===== src/ubg_map.vh =====
// Register map, field positions, reset values and constants of the baud-rate generator
`ifndef UBG_MAP_VH
`define UBG_MAP_VH

// Register offsets
`define UBG_ADDR_W 4
`define UBG_OFF_PRESCALE 4'h1
`define UBG_OFF_SAMPLING 4'h2
`define UBG_OFF_CLKSEL 4'h3
`define UBG_OFF_DIV_LOW 4'h4
`define UBG_OFF_DIV_HIGH 4'h5
`define UBG_OFF_FEATURE 4'h6
`define UBG_OFF_MODEM_CTRL 4'h7
`define UBG_OFF_STATUS 4'h8

// Field positions
`define UBG_PRE_INT_HI 7
`define UBG_PRE_INT_LO 3
`define UBG_PRE_FRAC_HI 2
`define UBG_PRE_FRAC_LO 0
`define UBG_SAMP_HI 3
`define UBG_ENH_BIT 4
`define UBG_PRE_EN_BIT 7
`define UBG_CKS_TX_ISO 7
`define UBG_CKS_TX_EXT 6
`define UBG_CKS_DTR_NX 5
`define UBG_CKS_DTR_1X 4
`define UBG_CKS_RX_ISO 3
`define UBG_CKS_RX_EXT 2

// Reset values
`define UBG_RST_PRESCALE 8'h08
`define UBG_RST_SAMPLING 4'h0
`define UBG_RST_BYTE 8'h00
`define UBG_RST_DIV_LOW 8'h01

// Arithmetic constants
`define UBG_SAMP_MIN 4'h4
`define UBG_SAMP_DEFAULT 5'h10
`define UBG_EIGHTHS_ONE 9'h008
`define UBG_PRE_INT_ONE 5'h01
`define UBG_SAMP_HIGH_ZERO 4'h0
`define UBG_STATUS_PAD 4'h0

`endif


===== src/ubg_baud_gen.v =====
// Baud-rate generator: prescaler, divisor, oversampling count and isochronous 1x clocking
`timescale 1ns/1ps
`include "ubg_map.vh"

module ubg_baud_gen (
	// Clock and reset
	input wire clk,
	input wire rst_b,
	// Register port
	input wire [`UBG_ADDR_W-1:0] reg_addr,
	input wire [7:0] reg_wdata,
	input wire reg_wr,
	input wire reg_rd,
	output reg [7:0] reg_rdata,
	// External bit clock pins
	input wire ring_indicate_pin,
	input wire data_set_ready_pin,
	// Normal terminal ready level from the rest of the UART
	input wire dtr_normal,
	// Timing enables to transmitter and receiver
	output reg nx_tick,
	output reg tx_sample_tick,
	output reg tx_bit_tick,
	output reg rx_sample_tick,
	output reg tx_iso,
	output reg rx_iso,
	// Terminal ready pin
	output reg data_terminal_ready_pin,
	output reg dtr_clock_out
);

	reg [7:0] clock_prescale_factor;
	reg [3:0] sampling_cycles_per_bit;
	reg [7:0] clock_select_register;
	reg [7:0] divisor_low_byte;
	reg [7:0] divisor_high_byte;
	reg enhanced_mode_bit;
	reg prescaler_enable_bit;

	reg [8:0] pre_acc;
	reg [8:0] next_pre_acc;
	reg pre_tick;
	reg next_pre_tick;
	reg [15:0] div_cnt;
	reg nx_level;
	reg [4:0] samp_cnt;
	reg bit_level;

	reg ri_s1, ri_s2, ri_s3, ri_state;
	reg dsr_s1, dsr_s2, dsr_s3, dsr_state;
	wire ri_rise;
	wire dsr_rise;

	wire enh_on;
	wire pre_on;
	wire [8:0] pre_eighths;
	wire [15:0] divisor;
	wire [4:0] samp_count;
	wire local_bit_tick;
	wire tx_ext_tick;
	wire rx_ext_tick;

	// Sampling count from the 4-bit field
	function [4:0] ubg_samples;
		input [3:0] field;
		begin
			if (field < `UBG_SAMP_MIN) begin
				ubg_samples = `UBG_SAMP_DEFAULT;
			end else begin
				ubg_samples = {1'b0, field};
			end
		end
	endfunction

	// Prescale factor in eighths, integer zero forced to one
	function [8:0] ubg_eighths;
		input [7:0] factor;
		reg [4:0] int_part;
		begin
			int_part = factor[`UBG_PRE_INT_HI:`UBG_PRE_INT_LO];
			if (int_part == 5'h00) begin
				int_part = `UBG_PRE_INT_ONE;
			end
			ubg_eighths = {1'b0, int_part, factor[`UBG_PRE_FRAC_HI:`UBG_PRE_FRAC_LO]};
		end
	endfunction

	// Enhanced controls only count while the enhanced bit is one
	assign enh_on = enhanced_mode_bit;
	assign pre_on = prescaler_enable_bit & enh_on;
	assign pre_eighths = ubg_eighths(clock_prescale_factor);
	// Divisor zero behaves as one
	assign divisor = {divisor_high_byte, divisor_low_byte};
	assign samp_count = ubg_samples(sampling_cycles_per_bit);

	// Register writes
	always @(posedge clk or negedge rst_b) begin
		if (!rst_b) begin
			clock_prescale_factor <= `UBG_RST_PRESCALE;
			sampling_cycles_per_bit <= `UBG_RST_SAMPLING;
			clock_select_register <= `UBG_RST_BYTE;
			divisor_low_byte <= `UBG_RST_DIV_LOW;
			divisor_high_byte <= `UBG_RST_BYTE;
			enhanced_mode_bit <= 1'b0;
			prescaler_enable_bit <= 1'b0;
		end else if (reg_wr) begin
			case (reg_addr)
				`UBG_OFF_PRESCALE: begin
					clock_prescale_factor <= reg_wdata;
				end
				`UBG_OFF_SAMPLING: begin
					// Upper bits dropped, so 0x10 and 0x11 land on 16x
					sampling_cycles_per_bit <= reg_wdata[`UBG_SAMP_HI:0];
				end
				`UBG_OFF_CLKSEL: begin
					clock_select_register <= reg_wdata;
				end
				`UBG_OFF_DIV_LOW: begin
					divisor_low_byte <= reg_wdata;
				end
				`UBG_OFF_DIV_HIGH: begin
					divisor_high_byte <= reg_wdata;
				end
				`UBG_OFF_FEATURE: begin
					enhanced_mode_bit <= reg_wdata[`UBG_ENH_BIT];
				end
				`UBG_OFF_MODEM_CTRL: begin
					if (enh_on) begin
						prescaler_enable_bit <= reg_wdata[`UBG_PRE_EN_BIT];
					end
				end
				default: begin
				end
			endcase
		end
	end

	// Register reads, data one cycle after the strobe
	always @(posedge clk or negedge rst_b) begin
		if (!rst_b) begin
			reg_rdata <= `UBG_RST_BYTE;
		end else if (reg_rd) begin
			case (reg_addr)
				`UBG_OFF_PRESCALE: begin
					reg_rdata <= clock_prescale_factor;
				end
				`UBG_OFF_SAMPLING: begin
					reg_rdata <= {`UBG_SAMP_HIGH_ZERO, sampling_cycles_per_bit};
				end
				`UBG_OFF_CLKSEL: begin
					reg_rdata <= clock_select_register;
				end
				`UBG_OFF_DIV_LOW: begin
					reg_rdata <= divisor_low_byte;
				end
				`UBG_OFF_DIV_HIGH: begin
					reg_rdata <= divisor_high_byte;
				end
				`UBG_OFF_FEATURE: begin
					reg_rdata <= {3'h0, enhanced_mode_bit, 4'h0};
				end
				`UBG_OFF_MODEM_CTRL: begin
					reg_rdata <= {prescaler_enable_bit, 7'h00};
				end
				`UBG_OFF_STATUS: begin
					reg_rdata <= {tx_iso, rx_iso, ri_state, dsr_state, `UBG_STATUS_PAD};
				end
				default: begin
					reg_rdata <= `UBG_RST_BYTE;
				end
			endcase
		end else begin
			reg_rdata <= `UBG_RST_BYTE;
		end
	end

	// Fractional prescaler: step eight per clock, emit when the factor is reached
	always @* begin
		next_pre_acc = pre_acc + `UBG_EIGHTHS_ONE;
		next_pre_tick = 1'b0;
		if (!pre_on) begin
			next_pre_acc = 9'h000;
			next_pre_tick = 1'b1;
		end else if (next_pre_acc >= pre_eighths) begin
			next_pre_acc = next_pre_acc - pre_eighths;
			next_pre_tick = 1'b1;
			// A factor lowered mid-count leaves a stale large remainder that would
			// tick every cycle; keep only the fractional phase so the rate is right at once
			if (next_pre_acc >= `UBG_EIGHTHS_ONE) begin
				next_pre_acc = {6'h00, next_pre_acc[2:0]};
			end
		end
	end

	always @(posedge clk or negedge rst_b) begin
		if (!rst_b) begin
			pre_acc <= 9'h000;
			pre_tick <= 1'b0;
		end else begin
			pre_acc <= next_pre_acc;
			pre_tick <= next_pre_tick;
		end
	end

	// Divisor counter; nx_tick is one cycle per divided period
	always @(posedge clk or negedge rst_b) begin
		if (!rst_b) begin
			div_cnt <= 16'h0000;
			nx_tick <= 1'b0;
			nx_level <= 1'b0;
		end else begin
			nx_tick <= 1'b0;
			if (pre_tick) begin
				if (div_cnt + 16'h0001 >= divisor) begin
					div_cnt <= 16'h0000;
					nx_tick <= 1'b1;
				end else begin
					div_cnt <= div_cnt + 16'h0001;
				end
			end
			// Square-ish Nx level for the terminal ready pin
			nx_level <= (div_cnt < {1'b0, divisor[15:1]});
		end
	end

	// Sampling counter: one local bit per sample_count oversampling ticks
	always @(posedge clk or negedge rst_b) begin
		if (!rst_b) begin
			samp_cnt <= 5'h00;
			bit_level <= 1'b0;
		end else begin
			if (nx_tick) begin
				if (samp_cnt + 5'h01 >= samp_count) begin
					samp_cnt <= 5'h00;
				end else begin
					samp_cnt <= samp_cnt + 5'h01;
				end
			end
			bit_level <= (samp_cnt < {1'b0, samp_count[4:1]});
		end
	end

	assign local_bit_tick = nx_tick && (samp_cnt + 5'h01 >= samp_count);

	// Pin synchronisers; a change counts once stages two and three agree
	always @(posedge clk or negedge rst_b) begin
		if (!rst_b) begin
			ri_s1 <= 1'b0;
			ri_s2 <= 1'b0;
			ri_s3 <= 1'b0;
			ri_state <= 1'b0;
			dsr_s1 <= 1'b0;
			dsr_s2 <= 1'b0;
			dsr_s3 <= 1'b0;
			dsr_state <= 1'b0;
		end else begin
			ri_s1 <= ring_indicate_pin;
			ri_s2 <= ri_s1;
			ri_s3 <= ri_s2;
			dsr_s1 <= data_set_ready_pin;
			dsr_s2 <= dsr_s1;
			dsr_s3 <= dsr_s2;
			if (ri_s2 == ri_s3) begin
				ri_state <= ri_s3;
			end
			if (dsr_s2 == dsr_s3) begin
				dsr_state <= dsr_s3;
			end
		end
	end

	assign ri_rise = (ri_s2 == ri_s3) && ri_s3 && !ri_state;
	assign dsr_rise = (dsr_s2 == dsr_s3) && dsr_s3 && !dsr_state;
	assign tx_ext_tick = clock_select_register[`UBG_CKS_TX_EXT] ? ri_rise : local_bit_tick;
	assign rx_ext_tick = clock_select_register[`UBG_CKS_RX_EXT] ? dsr_rise : local_bit_tick;

	// Tick routing: in 1x mode every tick is one bit; sampling count is unused only when the external pin clock is selected
	always @(posedge clk or negedge rst_b) begin
		if (!rst_b) begin
			tx_iso <= 1'b0;
			rx_iso <= 1'b0;
			tx_sample_tick <= 1'b0;
			tx_bit_tick <= 1'b0;
			rx_sample_tick <= 1'b0;
		end else begin
			tx_iso <= clock_select_register[`UBG_CKS_TX_ISO];
			rx_iso <= clock_select_register[`UBG_CKS_RX_ISO];
			if (clock_select_register[`UBG_CKS_TX_ISO]) begin
				tx_sample_tick <= tx_ext_tick;
				tx_bit_tick <= tx_ext_tick;
			end else begin
				tx_sample_tick <= nx_tick;
				tx_bit_tick <= local_bit_tick;
			end
			if (clock_select_register[`UBG_CKS_RX_ISO]) begin
				rx_sample_tick <= rx_ext_tick;
			end else begin
				rx_sample_tick <= nx_tick;
			end
		end
	end

	// Terminal ready pin: Nx clock wins over 1x clock, else normal level
	always @(posedge clk or negedge rst_b) begin
		if (!rst_b) begin
			data_terminal_ready_pin <= 1'b1;
			dtr_clock_out <= 1'b0;
		end else begin
			dtr_clock_out <= clock_select_register[`UBG_CKS_DTR_NX] |
				clock_select_register[`UBG_CKS_DTR_1X];
			if (clock_select_register[`UBG_CKS_DTR_NX]) begin
				data_terminal_ready_pin <= nx_level;
			end else if (clock_select_register[`UBG_CKS_DTR_1X]) begin
				data_terminal_ready_pin <= bit_level;
			end else begin
				data_terminal_ready_pin <= dtr_normal;
			end
		end
	end

endmodule // ubg_baud_gen


===== config.mk =====
export PLATFORM = sky130hd
export DESIGN_NAME = ubg_baud_gen
export DESIGN_NICKNAME = d
export VERILOG_FILES = /design/src/ubg_baud_gen.v
export VERILOG_INCLUDE_DIRS = /design/src
export SDC_FILE = /design/constraint.sdc
export NUM_CORES = 1
export LEC_CHECK = 0
export ABC_AREA = 1
export BUFFER_PORTS_ARGS = -buffer_cell sky130_fd_sc_hd__buf_2
export CAP_MARGIN = 20
export CORE_MARGIN = 5
export CORE_UTILIZATION = 63
export DETAILED_ROUTE_END_ITERATION = 6
export PLACE_DENSITY_LB_ADDON = 0.15
export SLEW_MARGIN = 20
export SYNTH_ARGS = -nofsm -noshare
export SYNTH_HDL_FRONTEND = slang
export SYNTH_SLANG_ARGS = --single-unit
export TNS_END_PERCENT = 5

===== constraint.sdc =====
create_clock -name clk -period 3.82 [get_ports clk]
set_input_delay 0.764 -clock clk [delete_from_list [all_inputs] [get_ports clk]]
set_output_delay 0.764 -clock clk [all_outputs]
set_load 0.005 [all_outputs]

* Word-level counts from Yosys, hierarchy flattened
Cells that the tools add are included.
** Word-level totals
- Input port bits :: 19
- Register bits after elaboration :: 95
** Cells by class
- Bitwise logic cells :: 2
- $add $sub $neg :: 4
- Magnitude comparators :: 7
- Mux-type cells :: 20
- Reduce and logical (&&, ||, !) cells :: 15
- Equality and inequality tests :: 10
** Operators with widths (count)
- $pmux W8 S8 :: 1
- $mux W9 :: 3
- $add A16 B1 Y16 const B :: 1
- $eq A4 B3 Y1 const B :: 4
- $ge A16 B16 Y1 :: 1
- $lt A16 B15 Y1 :: 1
- $mux W16 :: 1
- $mux W5 :: 3
- $reduce_and A2 Y1 :: 6
- $mux W1 :: 11
- $add A9 B4 Y9 const B :: 1
- $ge A9 B4 Y1 const B :: 1
- $ge A9 B8 Y1 :: 1
- $sub A9 B8 Y9 :: 1
- $eq A4 B2 Y1 const B :: 2
- $mux W8 :: 1
- $add A5 B1 Y5 const B :: 1
- $ge A5 B5 Y1 :: 1
- $logic_and A1 B1 Y1 :: 5
- $logic_not A5 Y1 :: 1
- $lt A5 B4 Y1 :: 1
- $eq A4 B1 Y1 const B :: 1
- $eq A4 B4 Y1 const B :: 1
- $lt A4 B3 Y1 const B :: 1
- other kinds (5) :: 7

* Depth between registers and ports, before layout
- Depth after elaboration :: 7
- Mapped depth :: 17

* Worst setup path after synthesis
Ideal clock, no wire load.
- Kind :: reg2reg
- Start :: reg div_cnt[0]
- End :: reg div_cnt[6]
- Slack :: 1.488 ns
- Clock period less this slack :: 2.332 ns
- Path buffers :: 1
- Required time :: 3.697 ns
- Stages on the path, launching flop included :: 13
- Arrival time :: 2.209 ns
- Cell sequence :: dfrtp_1 > ha_1 > inv_1 > nor3_2 > nand3_1 > and2_1 > ha_1 > nand2_1 > nor3_1 > nand3_1 > nand3_2 > buf_6 > a21oi_1
** On the way
- Cells in the longest elaborated chain, start to end :: 3
** RTL lines
- start: declaration :: RTL line ubg_baud_gen.v:44 : reg [15:0] div_cnt;
- start signal: assignment :: RTL line ubg_baud_gen.v:218 : div_cnt <= div_cnt + 16'h0001;
- $add A16 B1 Y16 (*) :: RTL line ubg_baud_gen.v:214, ubg_baud_gen.v:218
- $ge A16 B16 Y1 :: RTL line ubg_baud_gen.v:214 : if (div_cnt + 16'h0001 >= divisor) begin
- $mux W16 (*) :: RTL line ubg_baud_gen.v:214
Mark *: on every way between the ends. The rest lies on a longest branch, timed or not.
A chain may end at the register's enable or synchronous reset.

* Worst setup path after layout
- Start :: reg div_cnt[0]
- End :: reg div_cnt[0]
The elaborated chain is that of the path after synthesis.

==> results.toml <==
[layout]
layout-drive-gt1-share = 0.1325
layout_commonest_cell = "nand2_1"
mostFrequentLayoutCells = "nand2_1 (174), inv_1 (107), dfrtp_1 (92)"
fillerInstances = 687
fin_nets = 814
final_cells = 855
synthToLayoutAreaGrowth_pct = 8.515
antenna_cells = 0

[floorplanning]
initial_core_util = 0.6489
core_mm2 = 0.008763
die_h_um = 105.0
fp-row-count = 34
dieArea_mm2 = 0.01103
num_io_pins = 35
die_width_um = 105.0

[route]
finalWirelength_mm = 13.11
drt_iter0_markers = 290
wl_per_cell_um = 15.33
drc = 0
num_vias = 4720
via_per_inst = 5.520
ant_nets = 0
drt_pass1_iterations = 5

[synthesis]
synth.avg_cell_area_um2 = 8.078
netlist_area_mm2 = 0.005687
synthFlopType = "dfrtp_1"
synth.distinct_cells = 45
seq_area_frac_synth = 0.4187
synth_edf_count = 0
synth-async-reset-ratio = 1.000
synth-seq-cells = 95
synthCells = 704
yosysWarnings = 0
synth_nets = 775

[global_route]
use_met2 = 0.3898
grt_pass1_wl_mm = 22.07
use_met3 = 0.05857
grt_max_degree = 77
first_global_vias = 4575
met1_usage = 0.3455
grt_antenna_before_repair = 0
grt-ovfl-total = 0
grtUsageTotal = 0.2453
grt.busiest_layer = "met2"

[clocking]
htree_num_levels = 3
cts.sinks = 95
cts-root-buf = "clkbuf_8"
cts_made_buffers = 9
clockBufferDepth = 2
path_clk_slew_ns = 0.09
post_cts_resized = 0
ctsHoldBuffers = 0
clk_latency_ns = 0.36
cts_tree = "done"
cts_setup_buffers = 0

[worst_setup_path]
max_stage_delay_ns = 0.47
start_kind = "flop"
cpMostUsedCell = "nand2_1"
cp_slowest_cell = "dfrtp_1"
worstPathRequired_ns = 4.09
r2r_slack_ns = 1.04
critPathTopFamily = "simple AND/OR/NAND/NOR gates"
critical_path_class = "flop to flop"
critPathBufInv = 2
critPathMaxFanout = 17
cp_cell_sequence = "ha_1 -> inv_1 -> nor2_4 -> nand3_1 -> o21ai_1 -> inv_1 -> ha_1 -> nand2_1 -> nand2_1 -> nand3_1 -> nand2_1 -> a21oi_1 -> nand3_2 -> o21ai_0"
arrival_ns = 3.05
end_kind = "flop"

[run_status]
status = "complete, no violations"

[place]
numPlacedInstances = 839
gp_congestion = 0.9919
io_buffers = 34
hpwl_mm = 9.886
dp_worst_setup_slack_ns = 1.073

[flow_run]
maxCapViolCount = 0

[hold_path]
hold_class = "input port to asynchronous set/reset pin"

[timing]
fmax_mhz = 360.2
finalHoldViolations = 0
setup_viol = 0
fin_ws_ns = 1.043
fin_crit_sh = 0.7268
period_minus_slack_ns = 2.777
setup_tns_ns = 0
rsz0062_at_grt = "no"
finClkSkew_ns = 0.008912
drv_slew = 0

[power_and_ir_drop]
max-vdd-ir-drop_mv = 0.3226
powerDensity_mw_per_mm2 = 521.6
p_leak_nw = 3.332
## cell usage after synthesis (2+ instances only)
| cell type | number | area, um2 |
|---|---|---|
| a21o_1 | 3 | 22.52 |
| a21oi_1 | 34 | 170.2 |
| a21oi_2 | 5 | 43.79 |
| a31oi_1 | 3 | 18.77 |
| and2_1 | 3 | 18.77 |
| buf_2 | 4 | 20.02 |
| buf_6 | 2 | 22.52 |
| clkbuf_1 | 2 | 7.510 |
| dfrtp_1 | 92 | 2302 |
| dfstp_2 | 3 | 78.83 |
| ha_1 | 51 | 638.1 |
| inv_1 | 107 | 401.6 |
| inv_2 | 6 | 22.52 |
| mux2i_1 | 2 | 20.02 |
| nand2_1 | 174 | 653.1 |
| nand2_2 | 12 | 75.07 |
| nand3_1 | 28 | 140.1 |
| nand3_2 | 2 | 20.02 |
| nand3b_1 | 2 | 15.01 |
| nand4_1 | 12 | 75.07 |
| nor2_1 | 38 | 142.6 |
| nor2_2 | 7 | 43.79 |
| nor2_4 | 4 | 45.04 |
| nor3_1 | 8 | 40.04 |
| o21a_1 | 4 | 30.03 |
| o21ai_0 | 29 | 145.1 |
| o21ai_1 | 28 | 140.1 |
| o21bai_2 | 4 | 45.04 |
| o221ai_1 | 2 | 17.52 |
| o22ai_1 | 9 | 56.30 |
| xnor2_1 | 2 | 17.52 |
| xor2_1 | 9 | 78.83 |
## final timing paths
path                            start                       end  cells after the start
max in group asynchronous       rst_b  clock_prescale_factor[6]                      3
max                        div_cnt[0]                div_cnt[0]                     14
min in group clk               dsr_s1                    dsr_s2                      0
max reg2reg                div_cnt[0]                div_cnt[0]                     14
min                             rst_b              reg_rdata[7]                      1
min reg2reg                    dsr_s1                    dsr_s2                      0
## worst reg2reg max path, delay by kind of cell (launching register included)
family / cells / cell delay [ns]
AO/OA/AOI/OAI: 3 / 0.65
adder cells (fa/ha/maj): 2 / 0.45
buffers and inverters: 2 / 0.18
flip-flops: 1 / 0.47
AND/OR/NAND/NOR: 7 / 0.94
## state kept, by name, summed over array words and instances, names as in the netlist, 4 cells and up
signal                   cells
divisor_high_byte            8
pre_acc                      9
div_cnt                     16
sampling_cycles_per_bit      4
divisor_low_byte             8
reg_rdata                    8
clock_select_register        8
clock_prescale_factor        8
samp_cnt                     5
## per-stage QoR
| stage | utilization | hold slack, ns | total power [mW] | area [um2] |
|---|---|---|---|---|
| 2_1_floorplan | - | 0.3312 | 2.189 | 5687 |
| 3_3_place_gp | 0.6785 | 0.3318 | 2.459 | 5946 |
| 3_5_place_dp | 0.6785 | 0.3370 | 2.527 | 5946 |
| 4_1_cts | 0.7010 | 0.3679 | 3.223 | 6143 |
| 5_1_grt | 0.7042 | 0.2860 | 3.480 | 6171 |
| 6_report | 0.7042 | 0.2847 | 3.219 | 6171 |
## routing by layer
metal	part of all wire	vias to the layer above
met3	0.074	14
met2	0.47	172
met5	0	-
li1	-	2358
met4	0.013	0
met1	0.45	2176
## where the power goes
group | switching [mW] | internal (mW) | leakage, nW
Clock | 0.347 | 0.335 | 0.0985
Combinational | 0.727 | 0.447 | 2.02
Sequential | 0.175 | 1.19 | 1.21
## cell families after synthesis
| group | count (synthesis) | synth area share |
|---|---|---|
| mux | 2 | 0.003520 |
| simple gates | 293 | 0.2282 |
| fa+ha+maj | 52 | 0.1157 |
| other cells | 1 | 0.0006594 |
| flops | 95 | 0.4187 |
| compound gates | 126 | 0.1285 |
| buf+inv | 124 | 0.08779 |
| xor+xnor | 11 | 0.01694 |
## cell type report
cell class              count  area, um2  area share
clock buffers              12      155.1     0.02514
clock inverters             3      42.54    0.006894
inverters                 114      427.9     0.06934
multi-input cells         485       2806      0.4548
flip-flops and latches     95       2381      0.3858
well taps                 108      135.1     0.02190
repair buffers             38      222.7     0.03609
No activity file was read; power rests on OpenSTA's default activity.
